===== config.mk =====
export PLATFORM = sky130hd
export DESIGN_NAME = fpw_top
export DESIGN_NICKNAME = d
export VERILOG_FILES = /design/src/fpw_pkg.sv /design/src/fpw_chan.sv /design/src/fpw_top.sv
export SDC_FILE = /design/constraint.sdc
export NUM_CORES = 1
export LEC_CHECK = 0
export ABC_AREA = 0
export BUFFER_PORTS_ARGS = -buffer_cell sky130_fd_sc_hd__buf_2
export CAP_MARGIN = 20
export CORE_ASPECT_RATIO = 0.9
export CORE_UTILIZATION = 60
export CTS_BUF_LIST = sky130_fd_sc_hd__clkbuf_2 sky130_fd_sc_hd__clkbuf_4 sky130_fd_sc_hd__clkbuf_8
export DETAILED_ROUTE_END_ITERATION = 16
export GPL_TIMING_DRIVEN = 0
export PLACE_DENSITY = 0.79
export SETUP_SLACK_MARGIN = 0.15
export SLEW_MARGIN = 10
export SYNTH_ARGS = -nofsm -noshare
export SYNTH_HDL_FRONTEND = slang
export SYNTH_SLANG_ARGS = --single-unit

===== constraint.sdc =====
create_clock -name core_clk -period 4.6 [get_ports core_clk]
set_clock_uncertainty 0.2 [all_clocks]
set_input_delay 0.46 -clock core_clk [delete_from_list [all_inputs] [get_ports core_clk]]
set_output_delay 0.46 -clock core_clk [all_outputs]
set_load 0.02 [all_outputs]

===== src/fpw_pkg.sv =====
// Shared constants, field layout and config carrier for the fan modulators
package fpw_pkg;

	// Widths and period structure
	localparam int FPW_DIV_W  = 13;
	localparam int FPW_DUTY_W = 6;
	localparam logic [FPW_DUTY_W-1:0] FPW_STEP_LAST = 6'h3F;

	// Clock sources in Hz
	localparam longint FPW_CLK_HZ  = 64'd20_000_000;
	localparam longint FPW_STBY_HZ = 64'd32_768;

	// Nominal output frequencies in millihertz, as printed
	localparam longint FPW_F_15K625 = 64'd15_625_000;
	localparam longint FPW_F_23K438 = 64'd23_438_000;
	localparam longint FPW_F_31K25  = 64'd31_250_000;
	localparam longint FPW_F_46K876 = 64'd46_876_000;
	localparam longint FPW_F_40     = 64'd40_000;
	localparam longint FPW_F_60     = 64'd60_000;
	localparam longint FPW_F_80     = 64'd80_000;
	localparam longint FPW_F_120    = 64'd120_000;
	localparam longint FPW_F_183    = 64'd183_100;
	localparam longint FPW_F_275    = 64'd275_000;
	localparam longint FPW_F_367    = 64'd366_660;
	localparam longint FPW_F_550    = 64'd550_000;
	localparam longint FPW_F_32     = 64'd32_000;
	localparam longint FPW_F_64     = 64'd64_000;
	localparam longint FPW_F_128    = 64'd128_000;

	// Source events per duty step, rounded to nearest so error stays inside 5%
	function automatic logic [FPW_DIV_W-1:0] fpw_div(longint src_hz, longint f_mhz);
		return FPW_DIV_W'((src_hz * 64'd1000 + f_mhz * 64'd32) / (f_mhz * 64'd64));
	endfunction

	localparam logic [FPW_DIV_W-1:0] FPW_DIV_15K625 = fpw_div(FPW_CLK_HZ, FPW_F_15K625);
	localparam logic [FPW_DIV_W-1:0] FPW_DIV_23K438 = fpw_div(FPW_CLK_HZ, FPW_F_23K438);
	localparam logic [FPW_DIV_W-1:0] FPW_DIV_31K25  = fpw_div(FPW_CLK_HZ, FPW_F_31K25);
	localparam logic [FPW_DIV_W-1:0] FPW_DIV_46K876 = fpw_div(FPW_CLK_HZ, FPW_F_46K876);
	localparam logic [FPW_DIV_W-1:0] FPW_DIV_40     = fpw_div(FPW_CLK_HZ, FPW_F_40);
	localparam logic [FPW_DIV_W-1:0] FPW_DIV_60     = fpw_div(FPW_CLK_HZ, FPW_F_60);
	localparam logic [FPW_DIV_W-1:0] FPW_DIV_80     = fpw_div(FPW_CLK_HZ, FPW_F_80);
	localparam logic [FPW_DIV_W-1:0] FPW_DIV_120    = fpw_div(FPW_CLK_HZ, FPW_F_120);
	localparam logic [FPW_DIV_W-1:0] FPW_DIV_183    = fpw_div(FPW_CLK_HZ, FPW_F_183);
	localparam logic [FPW_DIV_W-1:0] FPW_DIV_275    = fpw_div(FPW_CLK_HZ, FPW_F_275);
	localparam logic [FPW_DIV_W-1:0] FPW_DIV_367    = fpw_div(FPW_CLK_HZ, FPW_F_367);
	localparam logic [FPW_DIV_W-1:0] FPW_DIV_550    = fpw_div(FPW_CLK_HZ, FPW_F_550);
	localparam logic [FPW_DIV_W-1:0] FPW_DIV_S32    = fpw_div(FPW_STBY_HZ, FPW_F_32);
	localparam logic [FPW_DIV_W-1:0] FPW_DIV_S64    = fpw_div(FPW_STBY_HZ, FPW_F_64);
	localparam logic [FPW_DIV_W-1:0] FPW_DIV_S128   = fpw_div(FPW_STBY_HZ, FPW_F_128);

	// Mailbox indices
	localparam logic [7:0] FPW_MBX_SPD0 = 8'h92;
	localparam logic [7:0] FPW_MBX_SPD1 = 8'h93;
	localparam logic [7:0] FPW_MBX_SPD2 = 8'h95;
	localparam logic [7:0] FPW_MBX_CTRL = 8'h9D;

	// Microcontroller addresses
	localparam logic [15:0] FPW_UC_SPD0 = 16'h7F25;
	localparam logic [15:0] FPW_UC_SPD1 = 16'h7F26;
	localparam logic [15:0] FPW_UC_CTRL = 16'h7F28;
	localparam logic [15:0] FPW_UC_SPD2 = 16'h7F29;

	// Speed register fields
	localparam int FPW_SPD_FORCE  = 0;
	localparam int FPW_SPD_DUTY_L = 1;
	localparam int FPW_SPD_SEL0   = 7;

	// Control register fields
	localparam int FPW_CTL_SEL1_0 = 0;
	localparam int FPW_CTL_SEL1_1 = 1;
	localparam int FPW_CTL_MUL_0  = 2;
	localparam int FPW_CTL_MUL_1  = 3;
	localparam int FPW_CTL_STBY_0 = 4;
	localparam int FPW_CTL_STBY_1 = 5;
	localparam int FPW_CTL_SEL1_2 = 6;
	localparam int FPW_CTL_MUL_2  = 7;

	// Reset values
	localparam logic [7:0] FPW_SPD_RST  = 8'h00;
	localparam logic [7:0] FPW_CTRL_RST = 8'h30;
	localparam logic [7:0] FPW_RD_NONE  = 8'h00;

	// Per-channel settings handed to a modulator core
	typedef struct packed {
		logic                  force_hi;
		logic [FPW_DUTY_W-1:0] duty;
		logic                  stby;
		logic [FPW_DIV_W-1:0]  div;
	} fpw_cfg_t;

endpackage


===== src/fpw_chan.sv =====
// One fan modulator core: prescaler, 64-step period counter, output flop
`timescale 1ns/10ps
`default_nettype none
module fpw_chan (
	input  wire logic             core_clk,
	input  wire logic             rst,
	input  wire fpw_pkg::fpw_cfg_t cfg_in,
	input  wire logic             stby_edge,
	output var  logic             pwm_out
);
	import fpw_pkg::*;

	fpw_cfg_t               cfg_q;
	logic [FPW_DIV_W-1:0]   pre_q;
	logic [FPW_DUTY_W-1:0]  step_q;
	logic                   out_q;

	// Standby channels advance only on standby clock edges
	wire                    src_en   = cfg_q.stby ? stby_edge : 1'b1;
	wire                    pre_last = ({1'b0, pre_q} + 14'h1) >= {1'b0, cfg_q.div};
	wire                    tick     = src_en && pre_last;
	wire                    boundary = tick && (step_q == FPW_STEP_LAST);
	wire                    out_d    = cfg_q.force_hi || (step_q < cfg_q.duty);

	// Prescaler and step counter; settings taken only at period end
	always_ff @(posedge core_clk)
	begin
		if (rst)
		begin
			cfg_q  <= '0;
			pre_q  <= '0;
			step_q <= '0;
			out_q  <= 1'b0;
		end
		else
		begin
			if (src_en)
				pre_q <= tick ? '0 : pre_q + 1'b1;
			if (tick)
				step_q <= step_q + 1'b1;
			if (boundary)
				cfg_q <= cfg_in;
			out_q <= out_d;
		end
	end

	assign pwm_out = out_q;
endmodule
`default_nettype wire


===== src/fpw_top.sv =====
// Three fan modulators with speed and control registers on two access ports
// Summary of operation
// - Speed registers for channels 0,1,2 sit at mailbox indices 0x92, 0x93, 0x95.
// - Each speed register resets to 0x00, so the output sits low.
// - Channels 0,1 reset on standby-plane reset; channel 2 on main-plane reset.
// - Mailbox and microcontroller both read and write every speed register bit.
// - Channels 0,1: bit 0 forces high; else duty/64 high, zero stays low.
// - Channels 0,1 doubler is control bit 2 or 3, ignored on standby clock.
// - Channels 0,1 upper select is control bit 0 or 1, choosing frequency.
// - Channels 0,1 lower select is bit 7 of their speed register.
// - Standby clock bit set gives 32, 64, 128 Hz; code 11 reserved.
// - Channel 2: bit 0 forces high, otherwise duty field acts as elsewhere.
// - Channel 2 doubler is control bit 7 and applies to every code.
// - Channel 2 upper select is control bit 6; set gives 183.1 to 550 Hz.
// - Channel 2 lower select is bit 7 of its speed register.
// - Channel 2 upper select clear gives 15.625 to 46.876 kHz.
// - Frequencies within 5 percent; channel 2 at 275 Hz within 10 Hz.
// - Channels 0,1 on system clock give kHz or 40/60 Hz, doubled optionally.
// - Channel 2 runs only from the system clock, never from standby.
// - Duty field is speed bits 6..1; maximum gives 63/64 high.
`timescale 1ns/10ps
`default_nettype none
module fpw_top #(
	parameter logic [fpw_pkg::FPW_DIV_W-1:0] DIV_40HZ = fpw_pkg::FPW_DIV_40,
	parameter logic [fpw_pkg::FPW_DIV_W-1:0] DIV_60HZ = fpw_pkg::FPW_DIV_60
) (
	input  wire logic        core_clk,
	input  wire logic        reset,
	input  wire logic        main_reset,
	input  wire logic        standby_clk,
	input  wire logic [7:0]  mbx_index,
	input  wire logic        mbx_wr,
	input  wire logic        mbx_rd,
	input  wire logic [7:0]  mbx_wdata,
	output var  logic [7:0]  mbx_rdata,
	input  wire logic [15:0] uc_addr,
	input  wire logic        uc_wr,
	input  wire logic        uc_rd,
	input  wire logic [7:0]  uc_wdata,
	output var  logic [7:0]  uc_rdata,
	output var  logic        fan_chan_0,
	output var  logic        fan_chan_1,
	output var  logic        fan_chan_2
);
	import fpw_pkg::*;

	logic [7:0] spd0_q;
	logic [7:0] spd1_q;
	logic [7:0] spd2_q;
	logic [7:0] ctrl_q;
	logic [7:0] mbx_rdata_q;
	logic [7:0] uc_rdata_q;
	logic       stby_s1_q;
	logic       stby_s2_q;
	logic       stby_s3_q;

	// Mailbox wins when both ports write the same register in one cycle
	function automatic logic [7:0] wr_merge(logic [7:0] cur, logic mhit, logic uhit,
		logic [7:0] mdat, logic [7:0] udat);
		return mhit ? mdat : (uhit ? udat : cur);
	endfunction

	// Register read select; unmapped locations read as zero
	function automatic logic [7:0] rd_sel(logic h0, logic h1, logic h2, logic hc,
		logic [7:0] r0, logic [7:0] r1, logic [7:0] r2, logic [7:0] rc);
		return h0 ? r0 : (h1 ? r1 : (h2 ? r2 : (hc ? rc : FPW_RD_NONE)));
	endfunction

	// Step divider for channels 0 and 1
	function automatic logic [FPW_DIV_W-1:0] ch01_div(logic stby, logic mul, logic sel1,
		logic sel0);
		logic [FPW_DIV_W-1:0] d;
		d = FPW_DIV_15K625;
		if (stby)
			unique case ({sel1, sel0})
				2'b00: d = FPW_DIV_S32;
				2'b01: d = FPW_DIV_S64;
				2'b10: d = FPW_DIV_S128;
				2'b11: d = FPW_DIV_S128;
			endcase
		else
			unique case ({mul, sel1, sel0})
				3'b000: d = FPW_DIV_15K625;
				3'b001: d = FPW_DIV_23K438;
				3'b010: d = DIV_40HZ;
				3'b011: d = DIV_60HZ;
				3'b100: d = FPW_DIV_31K25;
				3'b101: d = FPW_DIV_46K876;
				3'b110: d = FPW_DIV_80;
				3'b111: d = FPW_DIV_120;
			endcase
		return d;
	endfunction

	// Step divider for channel 2, system clock only
	function automatic logic [FPW_DIV_W-1:0] ch2_div(logic sel1, logic mul, logic sel0);
		logic [FPW_DIV_W-1:0] d;
		d = FPW_DIV_15K625;
		unique case ({sel1, mul, sel0})
			3'b000: d = FPW_DIV_15K625;
			3'b001: d = FPW_DIV_23K438;
			3'b010: d = FPW_DIV_31K25;
			3'b011: d = FPW_DIV_46K876;
			3'b100: d = FPW_DIV_183;
			3'b101: d = FPW_DIV_275;
			3'b110: d = FPW_DIV_367;
			3'b111: d = FPW_DIV_550;
		endcase
		return d;
	endfunction

	// Address decode on both access ports
	wire mh0 = mbx_index == FPW_MBX_SPD0;
	wire mh1 = mbx_index == FPW_MBX_SPD1;
	wire mh2 = mbx_index == FPW_MBX_SPD2;
	wire mhc = mbx_index == FPW_MBX_CTRL;
	wire uh0 = uc_addr == FPW_UC_SPD0;
	wire uh1 = uc_addr == FPW_UC_SPD1;
	wire uh2 = uc_addr == FPW_UC_SPD2;
	wire uhc = uc_addr == FPW_UC_CTRL;

	// Next register values, full byte writable from either port
	wire [7:0] spd0_d = wr_merge(spd0_q, mbx_wr && mh0, uc_wr && uh0, mbx_wdata, uc_wdata);
	wire [7:0] spd1_d = wr_merge(spd1_q, mbx_wr && mh1, uc_wr && uh1, mbx_wdata, uc_wdata);
	wire [7:0] spd2_d = wr_merge(spd2_q, mbx_wr && mh2, uc_wr && uh2, mbx_wdata, uc_wdata);
	wire [7:0] ctrl_d = wr_merge(ctrl_q, mbx_wr && mhc, uc_wr && uhc, mbx_wdata, uc_wdata);
	wire [7:0] mbx_rdata_d = rd_sel(mh0, mh1, mh2, mhc, spd0_q, spd1_q, spd2_q, ctrl_q);
	wire [7:0] uc_rdata_d  = rd_sel(uh0, uh1, uh2, uhc, spd0_q, spd1_q, spd2_q, ctrl_q);

	// Standby clock sampled thrice; only the later stages feed the edge detect
	wire stby_edge = stby_s2_q && !stby_s3_q;

	// Settings for each modulator core
	fpw_cfg_t cfg0;
	fpw_cfg_t cfg1;
	fpw_cfg_t cfg2;
	assign cfg0 = '{force_hi: spd0_q[FPW_SPD_FORCE],
		duty: spd0_q[FPW_SPD_DUTY_L +: FPW_DUTY_W],
		stby: ctrl_q[FPW_CTL_STBY_0],
		div: ch01_div(ctrl_q[FPW_CTL_STBY_0], ctrl_q[FPW_CTL_MUL_0],
			ctrl_q[FPW_CTL_SEL1_0], spd0_q[FPW_SPD_SEL0])};
	assign cfg1 = '{force_hi: spd1_q[FPW_SPD_FORCE],
		duty: spd1_q[FPW_SPD_DUTY_L +: FPW_DUTY_W],
		stby: ctrl_q[FPW_CTL_STBY_1],
		div: ch01_div(ctrl_q[FPW_CTL_STBY_1], ctrl_q[FPW_CTL_MUL_1],
			ctrl_q[FPW_CTL_SEL1_1], spd1_q[FPW_SPD_SEL0])};
	assign cfg2 = '{force_hi: spd2_q[FPW_SPD_FORCE],
		duty: spd2_q[FPW_SPD_DUTY_L +: FPW_DUTY_W],
		stby: 1'b0,
		div: ch2_div(ctrl_q[FPW_CTL_SEL1_2], ctrl_q[FPW_CTL_MUL_2],
			spd2_q[FPW_SPD_SEL0])};

	// Standby-plane registers and read data
	always_ff @(posedge core_clk)
	begin
		if (reset)
		begin
			spd0_q      <= FPW_SPD_RST;
			spd1_q      <= FPW_SPD_RST;
			ctrl_q      <= FPW_CTRL_RST;
			mbx_rdata_q <= FPW_RD_NONE;
			uc_rdata_q  <= FPW_RD_NONE;
			stby_s1_q   <= 1'b0;
			stby_s2_q   <= 1'b0;
			stby_s3_q   <= 1'b0;
		end
		else
		begin
			spd0_q      <= spd0_d;
			spd1_q      <= spd1_d;
			ctrl_q      <= ctrl_d;
			mbx_rdata_q <= mbx_rd ? mbx_rdata_d : mbx_rdata_q;
			uc_rdata_q  <= uc_rd ? uc_rdata_d : uc_rdata_q;
			stby_s1_q   <= standby_clk;
			stby_s2_q   <= stby_s1_q;
			stby_s3_q   <= stby_s2_q;
		end
	end

	// Main-plane register: lost whenever the main supply comes back
	always_ff @(posedge core_clk)
	begin
		if (main_reset)
			spd2_q <= FPW_SPD_RST;
		else
			spd2_q <= spd2_d;
	end

	assign mbx_rdata = mbx_rdata_q;
	assign uc_rdata  = uc_rdata_q;

	// Modulator cores; channel 2 follows the main-plane reset
	fpw_chan u_chan0 (
		.core_clk  (core_clk),
		.rst       (reset),
		.cfg_in    (cfg0),
		.stby_edge (stby_edge),
		.pwm_out   (fan_chan_0)
	);
	fpw_chan u_chan1 (
		.core_clk  (core_clk),
		.rst       (reset),
		.cfg_in    (cfg1),
		.stby_edge (stby_edge),
		.pwm_out   (fan_chan_1)
	);
	fpw_chan u_chan2 (
		.core_clk  (core_clk),
		.rst       (main_reset),
		.cfg_in    (cfg2),
		.stby_edge (stby_edge),
		.pwm_out   (fan_chan_2)
	);
endmodule
`default_nettype wire


==> results of run 1 <==
[per-layer routing]
layer,global-route usage,share of wire,up-vias
li1,-,-,4000
met1,0.4051,0.47,3761
met2,0.4472,0.44,239
met3,0.06960,0.080,38
met4,0.08594,0.015,0
met5,0,0,-
[Yosys cell counts, types with 11 or more instances]
library cell	count	area, um^2
a211oi_1	56	420.4
a21o_1	17	127.6
a21oi_1	63	315.3
clkbuf_1	35	131.4
dfxtp_1	169	3383
ha_1	70	875.8
inv_1	69	259.0
mux2i_1	69	690.7
nand2_1	62	232.7
nand2b_1	12	75.07
nand3_1	50	250.2
nand4_1	13	81.33
nor2_1	152	570.6
nor2b_1	11	68.82
nor3_1	16	80.08
o21ai_0	30	150.1
o31ai_1	14	105.1
xnor2_1	39	341.6
xor2_1	22	192.7
[cells by family after synthesis]
kind of cell	count (synthesis)	share of synthesized area
AOI/OAI and AO/OA	217	0.1558
xor gates and xnor gates	61	0.05704
adders and majority gates	70	0.09351
buffers and inverters	124	0.05343
DFF	169	0.3612
muxes	72	0.07734
other	1	0.0004004
and+or+nand+nor	379	0.2013
[report_power, final]
group	internal (mW)	switching [mW]
combinational	0.0707	0.0983
clock	0.505	0.535
sequential	1.48	0.0176
[path summary, 6_finish.rpt]
kind	startpoint	end	slack, ns	cells past startpoint
worst min register to register	stby_s1_q	stby_s2_q	0.24	1
worst min-delay path	mbx_wdata[4]	spd1_q[4]	0.12	3
worst max-delay path	u_chan0.pre_q[0]	u_chan0.cfg_q[18]	0.59	13
worst max register to register	u_chan0.pre_q[0]	u_chan0.cfg_q[18]	0.59	13
[layout make-up]
cell class / instances / share of cell area
buffer: 55 / 0.02341
timing repair buffer: 64 / 0.03153
clock inverter: 10 / 0.009944
clock buffer: 22 / 0.02632
sequential: 169 / 0.3279
tap: 198 / 0.02401
inverter: 69 / 0.02510
multi-input combinational: 801 / 0.5318
[flip-flops by register name, summed over array words and instances (netlist names), 8 cells and up]
register / count
u_chan0.cfg_q: 20
u_chan1.cfg_q: 20
u_chan2.cfg_q: 18
u_chan0.pre_q: 13
u_chan1.pre_q: 13
u_chan2.pre_q: 13
ctrl_q: 8
mbx_rdata: 8
spd0_q: 8
spd1_q: 8
spd2_q: 8
uc_rdata: 8
[stage by stage]
| stage | std cells | hold WS, ns | power [mW] | util |
|---|---|---|---|---|
| 2_1_floorplan | 1094 | 0.2138 | 1.629 | - |
| 3_3_place_gp | 1355 | 0.2165 | 1.694 | 0.6632 |
| 3_5_place_dp | 1355 | 0.2274 | 1.698 | 0.6632 |
| 4_1_cts | 1388 | 0.09795 | 2.713 | 0.6889 |
| 5_1_grt | 1388 | 0.09482 | 2.803 | 0.6889 |
| 6_report | 1388 | 0.1151 | 2.707 | 0.6889 |
[worst reg2reg max path: stages, from the launching register on]
cell	delay, ns
dfxtp_1	0.45
ha_1	0.26
nand3_1	0.20
nor4_1	0.59
xor2_1	0.22
ha_1	0.28
a21oi_1	0.13
nand2_1	0.06
a211oi_1	0.31
o311a_1	0.33
nand4bb_4	0.24
clkbuf_1	0.34
o21ai_0	0.15
a21oi_1	0.17
[timing repair]
| action | in CTS | in global routing |
|---|---|---|
| hold buffers | 1 | 0 |
| hold endpoints to repair | 1 | 0 |
| setup endpoints to repair | 0 | 0 |
| buffers inserted | 0 | 0 |
==> flow_metrics.env, run 1 <==
export IMPL_cts_tree="built"
export IMPL_area_delta_synth_final_pct=10.15
export IMPL_max_slew_margin=0.4855
export IMPL_synthFlopType="dfxtp_1"
export IMPL_dp_slack_ns=0.6942
export IMPL_grt_max_degree=17
export IMPL_first_iter_violations=626
export IMPL_yosysSeqAreaShare=0.3612
export IMPL_p_leak_nw=3.996
export IMPL_cts_sinks=169
export IMPL_drtAntennaViolNets=0
export IMPL_overflow=0
export IMPL_setup_viol=0
export IMPL_placed_cell_area_um2=9933
export IMPL_grt_pass1_vias=7468
export IMPL_finalCritPeriodShare=0.8707
export IMPL_syn_inst=1093
export IMPL_dieHeight_um=120.5
export IMPL_htreeDepth=4
export IMPL_status="finished clean"
export IMPL_ys_ff_latch=169
export IMPL_stdcell_area_um2=10320
export IMPL_mostFrequentLayoutCells="dfxtp_1 (169), nor2_1 (152), buf_2 (73), ha_1 (70)"
export IMPL_postSynthAreaPerCell_um2=8.570
export IMPL_min_period_ns=4.005
export IMPL_critPathBufInv=1
export IMPL_layout_commonest_cell="dfxtp_1"
export IMPL_n_fill_cell=1272
export IMPL_viasPerCell=5.791
export IMPL_cp_data_required_time_ns=4.79
export IMPL_dpl_hpwl_um=16850
export IMPL_fin_setup_tns_ns=0
export IMPL_multi_input_area_um2=5487
export IMPL_num_vias=8038
export IMPL_nNetsFinal=1295
export IMPL_grt_use_total=0.2917
export IMPL_worstPathCellList="ha_1, nand3_1, nor4_1, xor2_1, ha_1, a21oi_1, nand2_1, a211oi_1, o311a_1, nand4bb_4, clkbuf_1, o21ai_0, a21oi_1"
export IMPL_cts_buffers=17
export IMPL_drv_slew=0
export IMPL_synth_edf_count=0
export IMPL_drv_cap=0
export IMPL_finalHoldViolations=0
export IMPL_max_stage_delay_ns=0.58
export IMPL_cp_slowest_cell="nor4_1"
export IMPL_end_kind="flop"
export IMPL_grt_pass1_wl_um=36990
export IMPL_cp_max_fo=10
export IMPL_antenna_found_initial=0
export IMPL_core_um2=14980
export IMPL_powerDensity_nw_per_um2=262.4
export IMPL_rsz0062_at_grt="no"
export IMPL_io_buffers=63
export IMPL_rows=42
export IMPL_clkTransAtPathRegs_ns=0.09
export IMPL_die_area_um2=16110
export IMPL_tightest_slew_ns=0.7717
export IMPL_max_clock_freq_mhz=249.7
export IMPL_syn_area_um2=9366
export IMPL_ir_worst_vdd_uv=214.3
export IMPL_drive_above_1_share=0.1244
export IMPL_initial_utilization=0.6254
export IMPL_die_w_um=133.7
export IMPL_gp_congestion=0.9295
export IMPL_critical_path_top_delay_family="compound AO/OA/AOI/OAI gates"
export IMPL_cts_path_max_buffers=2
export IMPL_clockRootBuffer="clkbuf_8"
export IMPL_num_io_pins=67
export IMPL_wl_per_cell_um=16.15
export IMPL_crit_arrival_ns=4.20
export IMPL_start_kind="flop"
export IMPL_antennaDiodeCount=0
export IMPL_cts_resized=0
export IMPL_yosys_warnings=0
export IMPL_drtPass1Iterations=5
export IMPL_wirelength_um=22410
export IMPL_min_path_type="in2reg"
export IMPL_regArea_um2=3383
export IMPL_fin_ws_ns=0.5949
export IMPL_async_flop_share=0
export IMPL_drc=0
export IMPL_clock_latency_ns=0.46
export IMPL_ys_types=64
export IMPL_crit_type="reg2reg"
No activity file was read; power rests on OpenSTA's default activity.
==> inputs of run 2 (changes only) <==
--- a/config.mk
+++ b/config.mk
@@ -18,4 +18,5 @@
 export SLEW_MARGIN = 10
 export SYNTH_ARGS = -nofsm -noshare
 export SYNTH_HDL_FRONTEND = slang
+export SYNTH_HIERARCHICAL = 1
 export SYNTH_SLANG_ARGS = --single-unit
==> run 2 against run 1 <==
Compared with the run above: sequential power about the same; sequential share of layout area decreased by 2.2 points; synthesized cell count increased by 10%; first-iteration DRC count decreased by 0.32%; register-to-register slack improved by 0.13 ns; core utilization decreased by 1.5 points; highest routed layer unchanged.
==> flow_metrics.env, run 2 <==
export IMPL_status="finished clean"
export IMPL_finalNonFillerCells=1514
export IMPL_cts_resized=0
export IMPL_ir_worst_vdd_uv=195.4
export IMPL_drv_cap=0
export IMPL_synth_top_family_by_area="simple AND/OR/NAND/NOR gates"
export IMPL_p_leak_nw=4.342
export IMPL_synth_edf_count=0
export IMPL_initial_utilization=0.6156
export IMPL_wl_per_cell_um=16.01
export IMPL_finalHoldViolations=0
export IMPL_synth_mux_area_frac=0.1202
export IMPL_dieHeight_um=126.9
export IMPL_grt_pass1_vias=8318
export IMPL_viasPerCell=5.814
export IMPL_end_kind="flop"
export IMPL_num_vias=8803
export IMPL_placed_cells=1481
export IMPL_synth_compound_area_share=0.1361
export IMPL_largestRegisters="u_chan0/cfg_q x21, u_chan1/cfg_q x21, u_chan2/cfg_q x21"
export IMPL_synth_simple_gate_area_frac=0.2292
export IMPL_cts_sinks=174
export IMPL_max_clock_freq_mhz=258.4
export IMPL_drv_slew=0
export IMPL_synth_adder_area_share=0.08664
export IMPL_ys_types=72
export IMPL_postSynthAreaPerCell_um2=8.636
export IMPL_synthFlopType="dfxtp_1"
export IMPL_overflow=0
export IMPL_num_io_pins=67
export IMPL_wirelength_um=24230
export IMPL_clockRootBuffer="clkbuf_8"
export IMPL_fin_ws_ns=0.7294
export IMPL_yosys_warnings=6
export IMPL_cts_tree="built"
export IMPL_yosysSeqAreaShare=0.3350
export IMPL_antenna_found_initial=0
export IMPL_grt_max_degree=20
export IMPL_cts_buffers=17
export IMPL_dp_slack_ns=0.8010
export IMPL_first_iter_violations=624
export IMPL_rsz0062_at_grt="no"
export IMPL_grt_use_total=0.2835
export IMPL_yosysMostFrequentCell="dfxtp_1"
export IMPL_min_period_ns=3.871
export IMPL_yosysTopAreaCell="dfxtp_1"
export IMPL_mostFrequentLayoutCells="dfxtp_1 (174), mux2i_1 (117), nor2_1 (111), nand2_1 (85), inv_1 (74)"
export IMPL_finalCritPeriodShare=0.8414
export IMPL_drive_above_1_share=0.1282
export IMPL_antennaDiodeCount=0
export IMPL_setup_viol=0
export IMPL_nNetsFinal=1410
export IMPL_die_area_um2=17860
export IMPL_start_kind="flop"
export IMPL_clock_latency_ns=0.47
export IMPL_synth_top_area_frac=0.3350
export IMPL_reg2reg_slack_ns=0.73
export IMPL_syn_area_um2=10400
export IMPL_crit_arrival_ns=4.09
export IMPL_die_w_um=140.8
export IMPL_cts_path_max_buffers=2
export IMPL_min_path_type="in2reg"
export IMPL_clkTransAtPathRegs_ns=0.11
export IMPL_powerDensity_nw_per_um2=241.2
export IMPL_synth_xor_area_frac=0.03454
export IMPL_core_um2=16890
export IMPL_tightest_slew_ns=0.9401
export IMPL_synthTopCellsByCount="dfxtp_1 (174), mux2i_1 (117), nor2_1 (111)"
export IMPL_cp_max_fo=7
export IMPL_cts_setup_buffers=0
export IMPL_rows=45
export IMPL_max_slew_margin=0.3679
export IMPL_htreeDepth=4
export IMPL_synthTopCellsByArea="dfxtp_1 (34%), mux2i_1 (11%), ha_1 (8.7%)"
export IMPL_drc=0
export IMPL_dpl_hpwl_um=18210
export IMPL_crit_type="reg2reg"
export IMPL_drtAntennaViolNets=0
export IMPL_async_flop_share=0
export IMPL_fin_setup_tns_ns=0
export IMPL_ys_ff_latch=174
export IMPL_drtPass1Iterations=4
export IMPL_area_delta_synth_final_pct=9.471
export IMPL_cp_data_required_time_ns=4.82
export IMPL_gp_congestion=0.9085
export IMPL_grt_pass1_wl_um=40500
export IMPL_io_buffers=64
export IMPL_layout_commonest_cell="dfxtp_1"
export IMPL_syn_inst=1204
-- run 2: worst max-delay path, stage by stage, from the launching register on --
cell	delay, ns
dfxtp_1	0.43
ha_1	0.25
nand3_1	0.25
nor2_1	0.33
nand3_1	0.14
xnor2_1	0.24
ha_1	0.29
nand4_1	0.11
a21oi_1	0.09
a2111oi_4	0.52
nand3b_1	0.36
nor2_1	0.39
a22o_1	0.20
-- run 2: logic make-up (layout without fill, tap and decap cells) --
| logic type | Yosys count | count (layout) |
|---|---|---|
| simple gates | 444 | 444 |
| compound gates | 214 | 214 |
| flops | 174 | 174 |
| buf+inv | 134 | 231 |
| mux | 124 | 124 |
| fa+ha+maj | 72 | 72 |
| xor+xnor | 41 | 41 |
| other cells | 1 | 3 |
-- run 2: power by group --
group	internal (mW)	total, mW	switching [mW]
clock network	0.418	1.06	0.645
registers	1.52	1.53	0.0112
logic	0.0623	0.155	0.0927
-- run 2: path summary, 6_finish.rpt --
path,start,to,cells past startpoint
worst max-delay path,u_chan0/pre_q[0],u_chan0/pre_q[8],12
worst min-delay path,mbx_wdata[4],spd2_q[4],3
worst max register to register,u_chan0/pre_q[0],u_chan0/pre_q[8],12
worst min register to register,stby_s1_q,stby_s2_q,1
-- run 2: routing by layer --
metal  global-route usage  routed length, um
met4              0.09079                406
met5                    0                  0
met2               0.4425              10750
met3              0.04832               1247
met1               0.3979              11830
-- run 2: stage by stage --
step	hold slack [ns]	power, mW	area [um^2]	utilization
2_1_floorplan	0.2138	1.649	10410	-
3_3_place_gp	0.2212	1.711	10990	0.6506
3_5_place_dp	0.2401	1.714	10990	0.6506
4_1_cts	0.02715	2.760	11380	0.6739
5_1_grt	0.04153	2.857	11380	0.6739
6_report	0.06460	2.745	11380	0.6739
-- run 2: what timing repair did --
item,in CTS,in global routing
hold endpoints to repair,1,0
hold buffers,1,0
endpoints found under the setup margin,0,0
-- run 2: area by class of cell --
type / count / area (um^2)
Clock inverter: 14 / 135.1
Clock buffer: 18 / 247.7
Fill cell: 1386 / 5509
Sequential cell: 174 / 3483
Timing Repair Buffer: 65 / 330.3
Inverter: 75 / 281.5
Tap cell: 211 / 264.0
Multi-Input combinational cell: 898 / 6320
Buffer: 59 / 320.3
